$ cat src/rtl/gpio_port_pkg.sv
/*
  Constants shared by the eight-bit I/O port and its interrupt detector:
  register byte offsets, reset values and sensitivity codes.
  Assumes a 32-bit Avalon-MM slave with byte addressing and word-aligned registers.
*/
package gpio_port_pkg;

  // Register byte offsets
  localparam logic [4:0] OFS_DATA = 5'h00;
  localparam logic [4:0] OFS_DIR  = 5'h04;
  localparam logic [4:0] OFS_OPT  = 5'h08;
  localparam logic [4:0] OFS_SENS = 5'h0c;
  localparam logic [4:0] OFS_PEND = 5'h10;
  localparam logic [4:0] OFS_PIN  = 5'h14;

  // Reset values
  localparam logic [7:0]  RST_DATA = 8'h00;
  localparam logic [7:0]  RST_DIR  = 8'h00;
  localparam logic [7:0]  RST_OPT  = 8'h00;
  localparam logic [15:0] RST_SENS = 16'h0000;

  // Per-pin sensitivity codes, two bits per pin
  typedef logic [1:0] sens_t;
  localparam sens_t SENS_FALL_LOW = 2'h0;
  localparam sens_t SENS_RISE     = 2'h1;
  localparam sens_t SENS_FALL     = 2'h2;
  localparam sens_t SENS_BOTH     = 2'h3;

endpackage

$ cat src/rtl/irq_grp_if.sv
/*
  Carrier between the port top and its external interrupt detector.
  Assumes both ends run on the same clock.
*/
`timescale 1ns/10ps
interface irq_grp_if #(parameter int WIDTH = 8);
  logic [WIDTH-1:0]   pin_lvl;   // Sampled pin levels
  logic [WIDTH-1:0]   armed;     // Pins in interrupt input mode
  logic [2*WIDTH-1:0] sens;      // Two sensitivity bits per pin
  logic               sens_chg;  // Pulse: sensitivity value changed
  logic               vec_fetch; // Pulse: vector fetched
  logic               pend;      // Request latch

  modport port_side (output pin_lvl, armed, sens, sens_chg, vec_fetch, input pend);
  modport det_side  (input pin_lvl, armed, sens, sens_chg, vec_fetch, output pend);
endinterface

$ cat src/rtl/irq_grp_detect.sv
/*
  Edge or level detection per pin, OR of all pins, and the hidden request latch.
  Assumes pin levels are already synchronous to core_clk.
*/
`timescale 1ns/10ps
module irq_grp_detect #(
  parameter int WIDTH = 8
) (
  // Clock and reset
  input  wire logic  core_clk,
  input  wire logic  arst_n,
  // Port side
  irq_grp_if.det_side grp
);

  logic [WIDTH-1:0] prev_ff;
  logic [WIDTH-1:0] hit;
  logic             any_hit;
  logic             pend_ff;
  logic             nxt_pend;

  // Per-pin event by its own sensitivity code
  for (genvar i = 0; i < WIDTH; i++)
  begin : g_pin
    wire gpio_port_pkg::sens_t code = grp.sens[2*i +: 2];
    wire rise = ~prev_ff[i] & grp.pin_lvl[i];
    wire fall = prev_ff[i] & ~grp.pin_lvl[i];
    assign hit[i] = grp.armed[i] &
                    (((code == gpio_port_pkg::SENS_FALL_LOW) & ~grp.pin_lvl[i]) |
                     ((code == gpio_port_pkg::SENS_RISE) & rise) |
                     ((code == gpio_port_pkg::SENS_FALL) & fall) |
                     ((code == gpio_port_pkg::SENS_BOTH) & (rise | fall)));
  end

  // Detected first, then ORed into one vector request
  assign any_hit  = |hit;
  // New event beats a clear in the same cycle
  assign nxt_pend = any_hit | (pend_ff & ~(grp.vec_fetch | grp.sens_chg));
  assign grp.pend = pend_ff;

  // Previous levels and latch
  always_ff @(posedge core_clk or negedge arst_n)
  begin
    if (!arst_n)
    begin
      prev_ff <= '0;
      pend_ff <= 1'b0;
    end
    else
    begin
      prev_ff <= grp.pin_lvl;
      pend_ff <= nxt_pend;
    end
  end

  a_fetch_clears: assert property (@(posedge core_clk) disable iff (!arst_n)
    (grp.vec_fetch && !any_hit) |=> !pend_ff)
    else $error("request latch not cleared by vector fetch");

  a_sens_clears: assert property (@(posedge core_clk) disable iff (!arst_n)
    (grp.sens_chg && !any_hit) |=> !pend_ff)
    else $error("request latch not cleared by sensitivity change");

  a_event_sets: assert property (@(posedge core_clk) disable iff (!arst_n)
    (|(grp.armed & ~grp.pin_lvl) && grp.sens == '0) |=> pend_ff)
    else $error("low level on armed pin did not set request");

endmodule

$ cat src/rtl/gpio_port.sv
/*
  Eight-bit general purpose I/O port with external interrupt, alternate
  function override and an Avalon-MM register slave with waitrequest.
  Assumes pin and peripheral inputs are synchronous to core_clk and that the
  pad ring resolves pin level from drive value, enable and pull-up.
*/
// The Avalon-MM register port and the register addresses were decided locally.
// Notes on behaviour
// - Up to eight pins; bit n of the data, direction and option registers controls pin n.
// - Input pin: data register read returns the present pin level.
// - Writing data while input only changes the latch, not the pin.
// - Output pin: driven from latch; data read returns the latch value.
// - Option picks push-pull or open-drain; open-drain one floats, zero drives low.
// - Interrupt input raises request on event chosen by per-pin sensitivity.
// - Events of all pins detected separately then ORed into one request.
// - Request latch hidden from software; cleared when vector is fetched.
// - Changing sensitivity bits to a new value clears any pending request of the group.
// - Interrupt delivered only in interrupt input mode and with mask inactive.
// - Peripheral claiming a pin overrides normal port programming.
// - Peripheral output makes pin an output, push-pull or open-drain as asked.
// - Peripheral input on an input pin: level still readable in data register.
// - Input pin with enabled peripheral output reads back that output value.
// - Output pin with peripheral input feeds the latch value to the peripheral.
// - Low-power modes leave configuration alone; external interrupts wake the device.
`timescale 1ns/10ps
module gpio_port #(
  parameter int               WIDTH    = 8,
  parameter logic [WIDTH-1:0] IRQ_PINS = 8'hff
) (
  // Clock and reset
  input  wire logic               core_clk,
  input  wire logic               arst_n,
  // Avalon-MM slave
  input  wire logic [4:0]         avs_address,
  input  wire logic               avs_read,
  input  wire logic               avs_write,
  input  wire logic [31:0]        avs_writedata,
  input  wire logic [3:0]         avs_byteenable,
  output logic      [31:0]        avs_readdata,
  output logic                    avs_waitrequest,
  // Pins
  input  wire logic [WIDTH-1:0]   pin_in,
  output logic      [WIDTH-1:0]   pin_out,
  output logic      [WIDTH-1:0]   pin_oe_n,
  output logic      [WIDTH-1:0]   pin_pullup_en,
  // Alternate functions of on-chip peripherals
  input  wire logic [WIDTH-1:0]   af_out_en,
  input  wire logic [WIDTH-1:0]   af_out,
  input  wire logic [WIDTH-1:0]   af_open_drain,
  input  wire logic [WIDTH-1:0]   af_in_en,
  output logic      [WIDTH-1:0]   af_in,
  // Processor side
  input  wire logic               cpu_irq_mask,
  input  wire logic               vector_fetch,
  output logic                    ext_irq_req,
  output logic                    wake_req
);

  // Registers
  logic [WIDTH-1:0]   pin_data_latch_ff;
  logic [WIDTH-1:0]   dir_ff;
  logic [WIDTH-1:0]   opt_ff;
  logic [2*WIDTH-1:0] ext_irq_sensitivity_reg_ff;
  logic               waitreq_ff;
  logic [31:0]        readdata_ff;
  logic [WIDTH-1:0]   pin_out_ff;
  logic [WIDTH-1:0]   pin_oe_n_ff;
  logic [WIDTH-1:0]   pullup_ff;
  logic [WIDTH-1:0]   af_in_ff;
  logic               irq_req_ff;
  logic               wake_ff;

  irq_grp_if #(.WIDTH(WIDTH)) grp ();

  // Bus decode
  wire        req       = avs_read | avs_write;
  wire        accept    = req & ~waitreq_ff;
  wire [4:0]  word_addr = {avs_address[4:2], 2'b00};
  wire        hit_data  = word_addr == gpio_port_pkg::OFS_DATA;
  wire        hit_dir   = word_addr == gpio_port_pkg::OFS_DIR;
  wire        hit_opt   = word_addr == gpio_port_pkg::OFS_OPT;
  wire        hit_sens  = word_addr == gpio_port_pkg::OFS_SENS;
  wire        hit_pend  = word_addr == gpio_port_pkg::OFS_PEND;
  wire        hit_pin   = word_addr == gpio_port_pkg::OFS_PIN;
  wire        wr_acc    = accept & avs_write;
  wire        wr_lane0  = wr_acc & avs_byteenable[0];
  wire        wr_lane1  = wr_acc & avs_byteenable[1];

  // Write next values; only the low byte lanes hold bits
  wire [WIDTH-1:0] wdata = avs_writedata[WIDTH-1:0];
  wire [WIDTH-1:0] nxt_data = (wr_lane0 & hit_data) ? wdata : pin_data_latch_ff;
  wire [WIDTH-1:0] nxt_dir  = (wr_lane0 & hit_dir) ? wdata : dir_ff;
  wire [WIDTH-1:0] nxt_opt  = (wr_lane0 & hit_opt) ? wdata : opt_ff;
  wire [15:0]      sens_wide = {{(16-2*WIDTH){1'b0}}, ext_irq_sensitivity_reg_ff};
  wire [15:0]      nxt_sens_wide = {(wr_lane1 & hit_sens) ? avs_writedata[15:8]
                                                          : sens_wide[15:8],
                                    (wr_lane0 & hit_sens) ? avs_writedata[7:0]
                                                          : sens_wide[7:0]};
  wire [2*WIDTH-1:0] nxt_sens = nxt_sens_wide[2*WIDTH-1:0];
  // Only a real change of sensitivity discards a pending request
  wire        sens_chg  = nxt_sens != ext_irq_sensitivity_reg_ff;

  // Mode decode per pin
  wire [WIDTH-1:0] is_out    = dir_ff;
  wire [WIDTH-1:0] in_pullup = ~dir_ff & opt_ff;
  wire [WIDTH-1:0] out_pp    = dir_ff & opt_ff;

  // Effective drive: a peripheral output wins over port programming
  wire [WIDTH-1:0] drv_en  = af_out_en | is_out;
  wire [WIDTH-1:0] drv_val = (af_out_en & af_out) |
                             (~af_out_en & pin_data_latch_ff);
  wire [WIDTH-1:0] drv_pp  = (af_out_en & ~af_open_drain) |
                             (~af_out_en & out_pp);
  // Drive when push-pull, or when open-drain and pulling low
  wire [WIDTH-1:0] nxt_oe_n   = ~(drv_en & (drv_pp | ~drv_val));
  wire [WIDTH-1:0] nxt_pin    = drv_val & drv_pp;
  wire [WIDTH-1:0] nxt_pullup = in_pullup & ~af_out_en;

  // Data register read-back per pin
  wire [WIDTH-1:0] rd_data = (dir_ff & pin_data_latch_ff) |
                             (~dir_ff & af_out_en & af_out) |
                             (~dir_ff & ~af_out_en & pin_in);

  // Level presented to peripheral inputs
  wire [WIDTH-1:0] nxt_af_in = ((dir_ff & pin_data_latch_ff) |
                                (~dir_ff & pin_in)) & af_in_en;

  // Read mux; unmapped offsets read as zero, and so does the request latch,
  // which software never sees: only a fetch or a sensitivity change clears it
  wire [31:0] rd_mux =
      hit_data ? {{(32-WIDTH){1'b0}}, rd_data} :
      hit_dir  ? {{(32-WIDTH){1'b0}}, dir_ff} :
      hit_opt  ? {{(32-WIDTH){1'b0}}, opt_ff} :
      hit_sens ? {16'h0000, sens_wide} :
      hit_pend ? 32'h00000000 :
      hit_pin  ? {{(32-WIDTH){1'b0}}, pin_in} :
                 32'h00000000;

  // Interrupt arming: direction/option select interrupt input on capable pins
  assign grp.pin_lvl   = pin_in;
  assign grp.armed     = in_pullup & IRQ_PINS & ~af_out_en;
  assign grp.sens      = ext_irq_sensitivity_reg_ff;
  assign grp.sens_chg  = sens_chg;
  assign grp.vec_fetch = vector_fetch;

  // Mask gates delivery but not wake-up
  wire nxt_irq  = grp.pend & ~cpu_irq_mask;
  wire nxt_wake = grp.pend;

  irq_grp_detect #(.WIDTH(WIDTH)) u_detect (
    .core_clk (core_clk),
    .arst_n   (arst_n),
    .grp      (grp.det_side)
  );

  // Bus handshake: one wait cycle, so read data is ready when waitrequest drops
  always_ff @(posedge core_clk or negedge arst_n)
  begin
    if (!arst_n)
    begin
      waitreq_ff  <= 1'b1;
      readdata_ff <= 32'h00000000;
    end
    else
    begin
      waitreq_ff <= ~(req & waitreq_ff);
      if (req & waitreq_ff)
        readdata_ff <= rd_mux;
    end
  end

  // Port configuration; low-power modes have no path into these
  always_ff @(posedge core_clk or negedge arst_n)
  begin
    if (!arst_n)
    begin
      pin_data_latch_ff          <= gpio_port_pkg::RST_DATA[WIDTH-1:0];
      dir_ff                     <= gpio_port_pkg::RST_DIR[WIDTH-1:0];
      opt_ff                     <= gpio_port_pkg::RST_OPT[WIDTH-1:0];
      ext_irq_sensitivity_reg_ff <= gpio_port_pkg::RST_SENS[2*WIDTH-1:0];
    end
    else
    begin
      pin_data_latch_ff          <= nxt_data;
      dir_ff                     <= nxt_dir;
      opt_ff                     <= nxt_opt;
      ext_irq_sensitivity_reg_ff <= nxt_sens;
    end
  end

  // Pad and peripheral outputs, registered for clean timing
  always_ff @(posedge core_clk or negedge arst_n)
  begin
    if (!arst_n)
    begin
      pin_out_ff  <= '0;
      pin_oe_n_ff <= '1;
      pullup_ff   <= '0;
      af_in_ff    <= '0;
      irq_req_ff  <= 1'b0;
      wake_ff     <= 1'b0;
    end
    else
    begin
      pin_out_ff  <= nxt_pin;
      pin_oe_n_ff <= nxt_oe_n;
      pullup_ff   <= nxt_pullup;
      af_in_ff    <= nxt_af_in;
      irq_req_ff  <= nxt_irq;
      wake_ff     <= nxt_wake;
    end
  end

  assign avs_readdata    = readdata_ff;
  assign avs_waitrequest = waitreq_ff;
  assign pin_out         = pin_out_ff;
  assign pin_oe_n        = pin_oe_n_ff;
  assign pin_pullup_en   = pullup_ff;
  assign af_in           = af_in_ff;
  assign ext_irq_req     = irq_req_ff;
  assign wake_req        = wake_ff;

  // Read of data register while output returns latch
  a_read_latch: assert property (@(posedge core_clk) disable iff (!arst_n)
    (avs_read && waitreq_ff && hit_data) |=>
      ((avs_readdata[WIDTH-1:0] ^ $past(pin_data_latch_ff)) & $past(dir_ff)) == '0)
    else $error("output pin read did not return latch");

  a_read_pin_level: assert property (@(posedge core_clk) disable iff (!arst_n)
    (avs_read && waitreq_ff && hit_data) |=>
      ((avs_readdata[WIDTH-1:0] ^ $past(pin_in)) & ~$past(dir_ff) & ~$past(af_out_en)) == '0)
    else $error("input pin read did not return pin level");

  a_read_af_out: assert property (@(posedge core_clk) disable iff (!arst_n)
    (avs_read && waitreq_ff && hit_data) |=>
      ((avs_readdata[WIDTH-1:0] ^ $past(af_out)) & ~$past(dir_ff) & $past(af_out_en)) == '0)
    else $error("input pin read did not return peripheral output");

  a_od_float_high: assert property (@(posedge core_clk) disable iff (!arst_n)
    (af_out_en == '0) |=>
      (pin_oe_n & $past(dir_ff & ~opt_ff & ~pin_data_latch_ff)) == '0 &&
      (~pin_oe_n & $past(dir_ff & ~opt_ff & pin_data_latch_ff)) == '0)
    else $error("open-drain drive wrong");

  a_input_released: assert property (@(posedge core_clk) disable iff (!arst_n)
    (af_out_en == '0) |=> (~pin_oe_n & ~$past(dir_ff)) == '0)
    else $error("input pin is being driven");

  a_af_priority: assert property (@(posedge core_clk) disable iff (!arst_n)
    1'b1 |=> (pin_oe_n & $past(af_out_en & ~af_open_drain)) == '0 &&
             ((pin_out ^ $past(af_out)) & $past(af_out_en & ~af_open_drain)) == '0)
    else $error("peripheral push-pull output not on pin");

  a_af_in_latch: assert property (@(posedge core_clk) disable iff (!arst_n)
    1'b1 |=> ((af_in ^ $past(pin_data_latch_ff)) & $past(dir_ff & af_in_en)) == '0)
    else $error("peripheral input not fed from latch");

  a_pullup_mode: assert property (@(posedge core_clk) disable iff (!arst_n)
    1'b1 |=> (pin_pullup_en & ~$past(~dir_ff & opt_ff)) == '0)
    else $error("pull-up enabled outside pull-up mode");

  a_irq_masked: assert property (@(posedge core_clk) disable iff (!arst_n)
    ext_irq_req |-> $past(!cpu_irq_mask) && $past(grp.pend))
    else $error("interrupt delivered while masked");

  a_bus_answer: assert property (@(posedge core_clk) disable iff (!arst_n)
    (req && waitreq_ff) |=> !avs_waitrequest ##1 avs_waitrequest)
    else $error("waitrequest answer timing wrong");

  // Exactly one wait state per request
  a_one_wait: assert property (@(posedge core_clk) disable iff (!arst_n)
    !avs_waitrequest |=> avs_waitrequest)
    else $error("waitrequest low for more than one cycle");

  // Read data only moves in the wait cycle of a new read or write, one cycle before it is accepted
  a_rdata_held: assert property (@(posedge core_clk) disable iff (!arst_n)
    !(req && waitreq_ff) |=> $stable(avs_readdata))
    else $error("read data changed between reads");

  // Accepted writes land bit for bit
  a_data_write: assert property (@(posedge core_clk) disable iff (!arst_n)
    (wr_lane0 && hit_data) |=> pin_data_latch_ff == $past(avs_writedata[WIDTH-1:0]))
    else $error("data latch write did not land");

  // Bit n of the byte lands in direction bit n
  a_dir_write: assert property (@(posedge core_clk) disable iff (!arst_n)
    (wr_lane0 && hit_dir) |=> dir_ff == $past(avs_writedata[WIDTH-1:0]))
    else $error("direction write did not land");

  // Low-power modes have no way in: only a write moves the setup
  a_config_held: assert property (@(posedge core_clk) disable iff (!arst_n)
    !wr_acc |=> $stable(dir_ff) && $stable(opt_ff) && $stable(pin_data_latch_ff))
    else $error("configuration changed without a write");

  // Push-pull pad copies the latch
  a_pp_drive: assert property (@(posedge core_clk) disable iff (!arst_n)
    (af_out_en == '0) |=>
      ((pin_out ^ $past(pin_data_latch_ff)) & $past(dir_ff & opt_ff)) == '0 &&
      (pin_oe_n & $past(dir_ff & opt_ff)) == '0)
    else $error("push-pull pad not driven from latch");

  // High side only where port or peripheral asks for push-pull
  a_high_side_pp: assert property (@(posedge core_clk) disable iff (!arst_n)
    1'b1 |=> (pin_out & ~pin_oe_n & ~$past((dir_ff & opt_ff & ~af_out_en) |
                                            (af_out_en & ~af_open_drain))) == '0)
    else $error("high side driven outside push-pull");

  // Peripheral input on an input pin sees the pad
  a_af_in_pin: assert property (@(posedge core_clk) disable iff (!arst_n)
    1'b1 |=> ((af_in ^ $past(pin_in)) & $past(~dir_ff & af_in_en)) == '0)
    else $error("peripheral input not fed from pin");

  // Unused peripheral inputs stay quiet
  a_af_in_masked: assert property (@(posedge core_clk) disable iff (!arst_n)
    1'b1 |=> (af_in & ~$past(af_in_en)) == '0)
    else $error("peripheral input active while unused");

  // Hidden latch: a request needs an armed pin
  a_unarmed_quiet: assert property (@(posedge core_clk) disable iff (!arst_n)
    (!grp.pend && grp.armed == '0) |=> !grp.pend)
    else $error("request raised with no armed pin");

  // Unmasked request reaches the processor a cycle later
  a_irq_delivered: assert property (@(posedge core_clk) disable iff (!arst_n)
    (grp.pend && !cpu_irq_mask) |=> ext_irq_req)
    else $error("unmasked request not delivered");

  // Wake ignores the mask so a halted core always returns
  a_wake_follows: assert property (@(posedge core_clk) disable iff (!arst_n)
    1'b1 |=> wake_req == $past(grp.pend))
    else $error("wake request does not follow latch");

  // No disable here, so the reset state itself is checked
  a_reset_floating: assert property (@(posedge core_clk)
    !arst_n |=> dir_ff == '0 && opt_ff == '0 && pin_data_latch_ff == '0 &&
                pin_oe_n == '1 && pin_pullup_en == '0)
    else $error("reset did not leave floating inputs");

endmodule

$ cat config.mk
export PLATFORM = sky130hd
export DESIGN_NAME = gpio_port
export DESIGN_NICKNAME = d
export VERILOG_FILES = /design/src/rtl/gpio_port_pkg.sv /design/src/rtl/irq_grp_if.sv /design/src/rtl/irq_grp_detect.sv /design/src/rtl/gpio_port.sv
export SDC_FILE = /design/constraint.sdc
export NUM_CORES = 1
export LEC_CHECK = 0
export BUFFER_PORTS_ARGS = -buffer_cell sky130_fd_sc_hd__buf_2
export CORE_UTILIZATION = 52
export DETAILED_ROUTE_END_ITERATION = 6
export PLACE_DENSITY = 0.91
export SKIP_LAST_GASP = 1
export SYNTH_ARGS = -nofsm -noshare
export SYNTH_HDL_FRONTEND = slang
export SYNTH_SLANG_ARGS = --single-unit
$ cat constraint.sdc
create_clock -name core_clk -period 2.1 [get_ports core_clk]
set_clock_uncertainty 0.2 [all_clocks]
set_input_delay 0.21 -clock core_clk [delete_from_list [all_inputs] [get_ports core_clk]]
set_output_delay 0.21 -clock core_clk [all_outputs]
set_load 0.02 [all_outputs]
==> reports/metrics.cfg <==
[global_routing]
grt_overflow=0
grt_use_met3_pct=2.36
use_met1_pct=33.5
grt_use_total_pct=27.1
grt_pass1_vias=4264
grt_antenna_before_repair=0
grt_max_degree=42
grt_pass1_wl_um=21000
use_met2_pct=49.5
grt_most_used_layer=met2

[power_and_ir_drop]
leakage_nw=3.27
powerDensity_nw_per_um2=795
ir_worst_vdd_uv=408

[route]
drc=0
drt_iter0_drc=252
ant_nets=0
vias_per_cell=5.47
finalWirelength_um=13100
vias=4147
wl_per_cell_um=17.2
first_pass_iters=5

[logic_synthesis]
ys.flop_type=dfrtp_1
ys_async_sr_fraction_pct=100
synth.area.top_cells=dfrtp_1 45%, mux2_2 11%, dfstp_2 4.7%, mux2i_1 4.3%, ha_1 3.9%
yosysMostFrequentCell=dfrtp_1
synth_edf_count=0
yosysSeqAreaShare_pct=49.6
synth.cell_area_um2=5070
synth.largest_area_cell=dfrtp_1
synth.avg_cell_area_um2=11.7
yosysWarnings=0
synth_common_cells=91 x dfrtp_1, 48 x mux2_2, 30 x inv_1
syn-instance-count=435
ys_types=38
synth-seq-cells=100
synth_top_area_share_pct=44.9

[min_path]
hp-class=in -> reg
hold_end=af_in[5]
hp-start=pin_in[5]
holdPathStages=3

[clock_tree]
clk_pin_slew_ps=90
cts_buffers=9
clockBufferDepth=2
cts.sinks=100
h-tree-depth=3
root_buffer=clkbuf_8
clk-insertion-delay-late_ps=360
tritoncts=built

[die]
pin_count=154
die-width_um=101
core_um2=9330
dieArea_um2=10200
die_height_um=101
start_util_pct=54.4
rows=35

[cells_and_area]
final_util_pct=71.8
multiInputGateArea_um2=2290
seq_area_um2=2510
area_growth_pct=32.0
fin_area_um2=6690
drive_gt1_share_pct=34.3
antennaDiodeCount=0
n_fill_cell=619
nets=727

[setup_path]
critical_path_required_ps=2150
worstPathMaxFanout=6
startpoint_type=input pin
reg2regPathDepth=6
reg2reg_from=u_detect.prev_ff[7]
rr_endpoint=u_detect.grp.pend
arrival_ps=2080
path_class=in -> reg
regToRegSetupSlack_ps=80
endpoint_kind=flip-flop

[timing]
whs_ps=19.4
finalSetupViolCount=0
fmaxAchievable_mhz=491
min_period_ps=2040
slew_viol_final=0
finalHoldViolations=0
min_period_over_period_pct=97.0
relSlewSlack_pct=63.0
fin_setup_tns_ps=0
worst_pin_slew_ps=555
rsz0062_at_grt=no

[placed_design]
hpwl_um=8840
gp_congestion=0.803
dpl-instance-area_um2=5780
io_buffers=117

[status]
status=finished clean

[job]
cap_violations=0

==> per-layer routing <==
| layer | share of wire, % | routed length [um] |
|---|---|---|
| met4 | 1.9 | 252 |
| met5 | 0 | 0 |
| met3 | 4.8 | 624 |
| met1 | 41 | 5320 |
| met2 | 53 | 6870 |
==> power breakdown <==
group          switching, mW  internal, mW  total [mW]  leakage (nW)
sequential             0.308          2.25        2.55          1.27
clock                  0.647         0.740        1.39         0.114
combinational          0.700         0.682        1.38          1.88
==> layout make-up <==
| type | instances | area share [%] |
|---|---|---|
| clock inverter | 3 | 1.03 |
| clock buffer | 13 | 2.37 |
| sequential | 100 | 37.6 |
| multi-input combinational | 285 | 34.2 |
| timing repair buffer | 198 | 20.8 |
| tap | 129 | 2.41 |
| inverter | 30 | 1.68 |
==> what timing repair did <==
action	CTS	global route
setup endpoints to repair	0	1
gates resized for setup	0	3
buffers inserted	0	0
hold buffers	67	0
endpoints found under the hold margin	117	0
==> how the worst max path moves through the flow <==
| stage | from | endpoint | slack, ps |
|---|---|---|---|
| 6_report | pin_in[1] | u_detect.grp.pend | 60 |
| 5_1_grt | pin_in[4] | u_detect.grp.pend | 20 |
| 4_1_cts | pin_in[1] | u_detect.grp.pend | 60 |
| 3_5_place_dp | pin_in[7] | u_detect.grp.pend | 60 |
| 3_3_place_gp | pin_in[7] | u_detect.grp.pend | 130 |
| 2_1_floorplan | u_detect.prev_ff[7] | u_detect.grp.pend | 280 |
==> critical path, stage by stage <==
cell	delay, ps
dlygate4sd3_1	520
buf_2	160
inv_1	80
ha_1	290
inv_1	40
mux4_2	460
nand2_1	90
and3_1	150
nand4_1	90
==> state kept, by name (all words and copies together), names as in the netlist <==
name,cells
pin_out,8
pin_data_latch_ff,8
wake_req,1
ext_irq_req,1
ext_irq_sensitivity_reg_ff,16
u_detect.grp.pend,1
pin_oe_n,8
u_detect.prev_ff,8
opt_ff,8
pin_pullup_en,8
dir_ff,8
avs_waitrequest,1
avs_readdata,16
af_in,8
==> cell families (layout without fill, tap and decap cells) <==
kind of cell             count (synthesis)  after routing  share of synthesized area, %
flip-flops                             100            100                          49.6
AO/OA/AOI/OAI                           86             86                          10.9
multiplexers                            76             76                          17.7
AND/OR/NAND/NOR                         75             75                          8.36
buffers and inverters                   65            244                          6.73
adder cells (fa/ha/maj)                 16             16                          3.95
XOR/XNOR                                16             16                          2.76
other                                    1             16                        0.0739
==> per-stage QoR <==
stage	std cells	worst slack, ps	power (mW)
after floorplan	450	279	3.36
after global placement	675	126	3.73
after detailed placement	675	62.3	3.81
after CTS	758	57.0	5.30
after global routing	758	19.2	5.56
final	758	62.5	5.32
==> cell usage in the layout, fill, tap and decap left out, drive strengths merged, types with 11 or more instances in the layout <==
cell type	count
dlygate4sd3	67
nand3	14
mux2i	22
nand2	23
conb	16
clkbuf	13
mux2	48
a22oi	11
ha	16
buf	131
xnor2	16
o21ai	31
inv	30
dfrtp	91
Power figures use the tool's default switching activity.
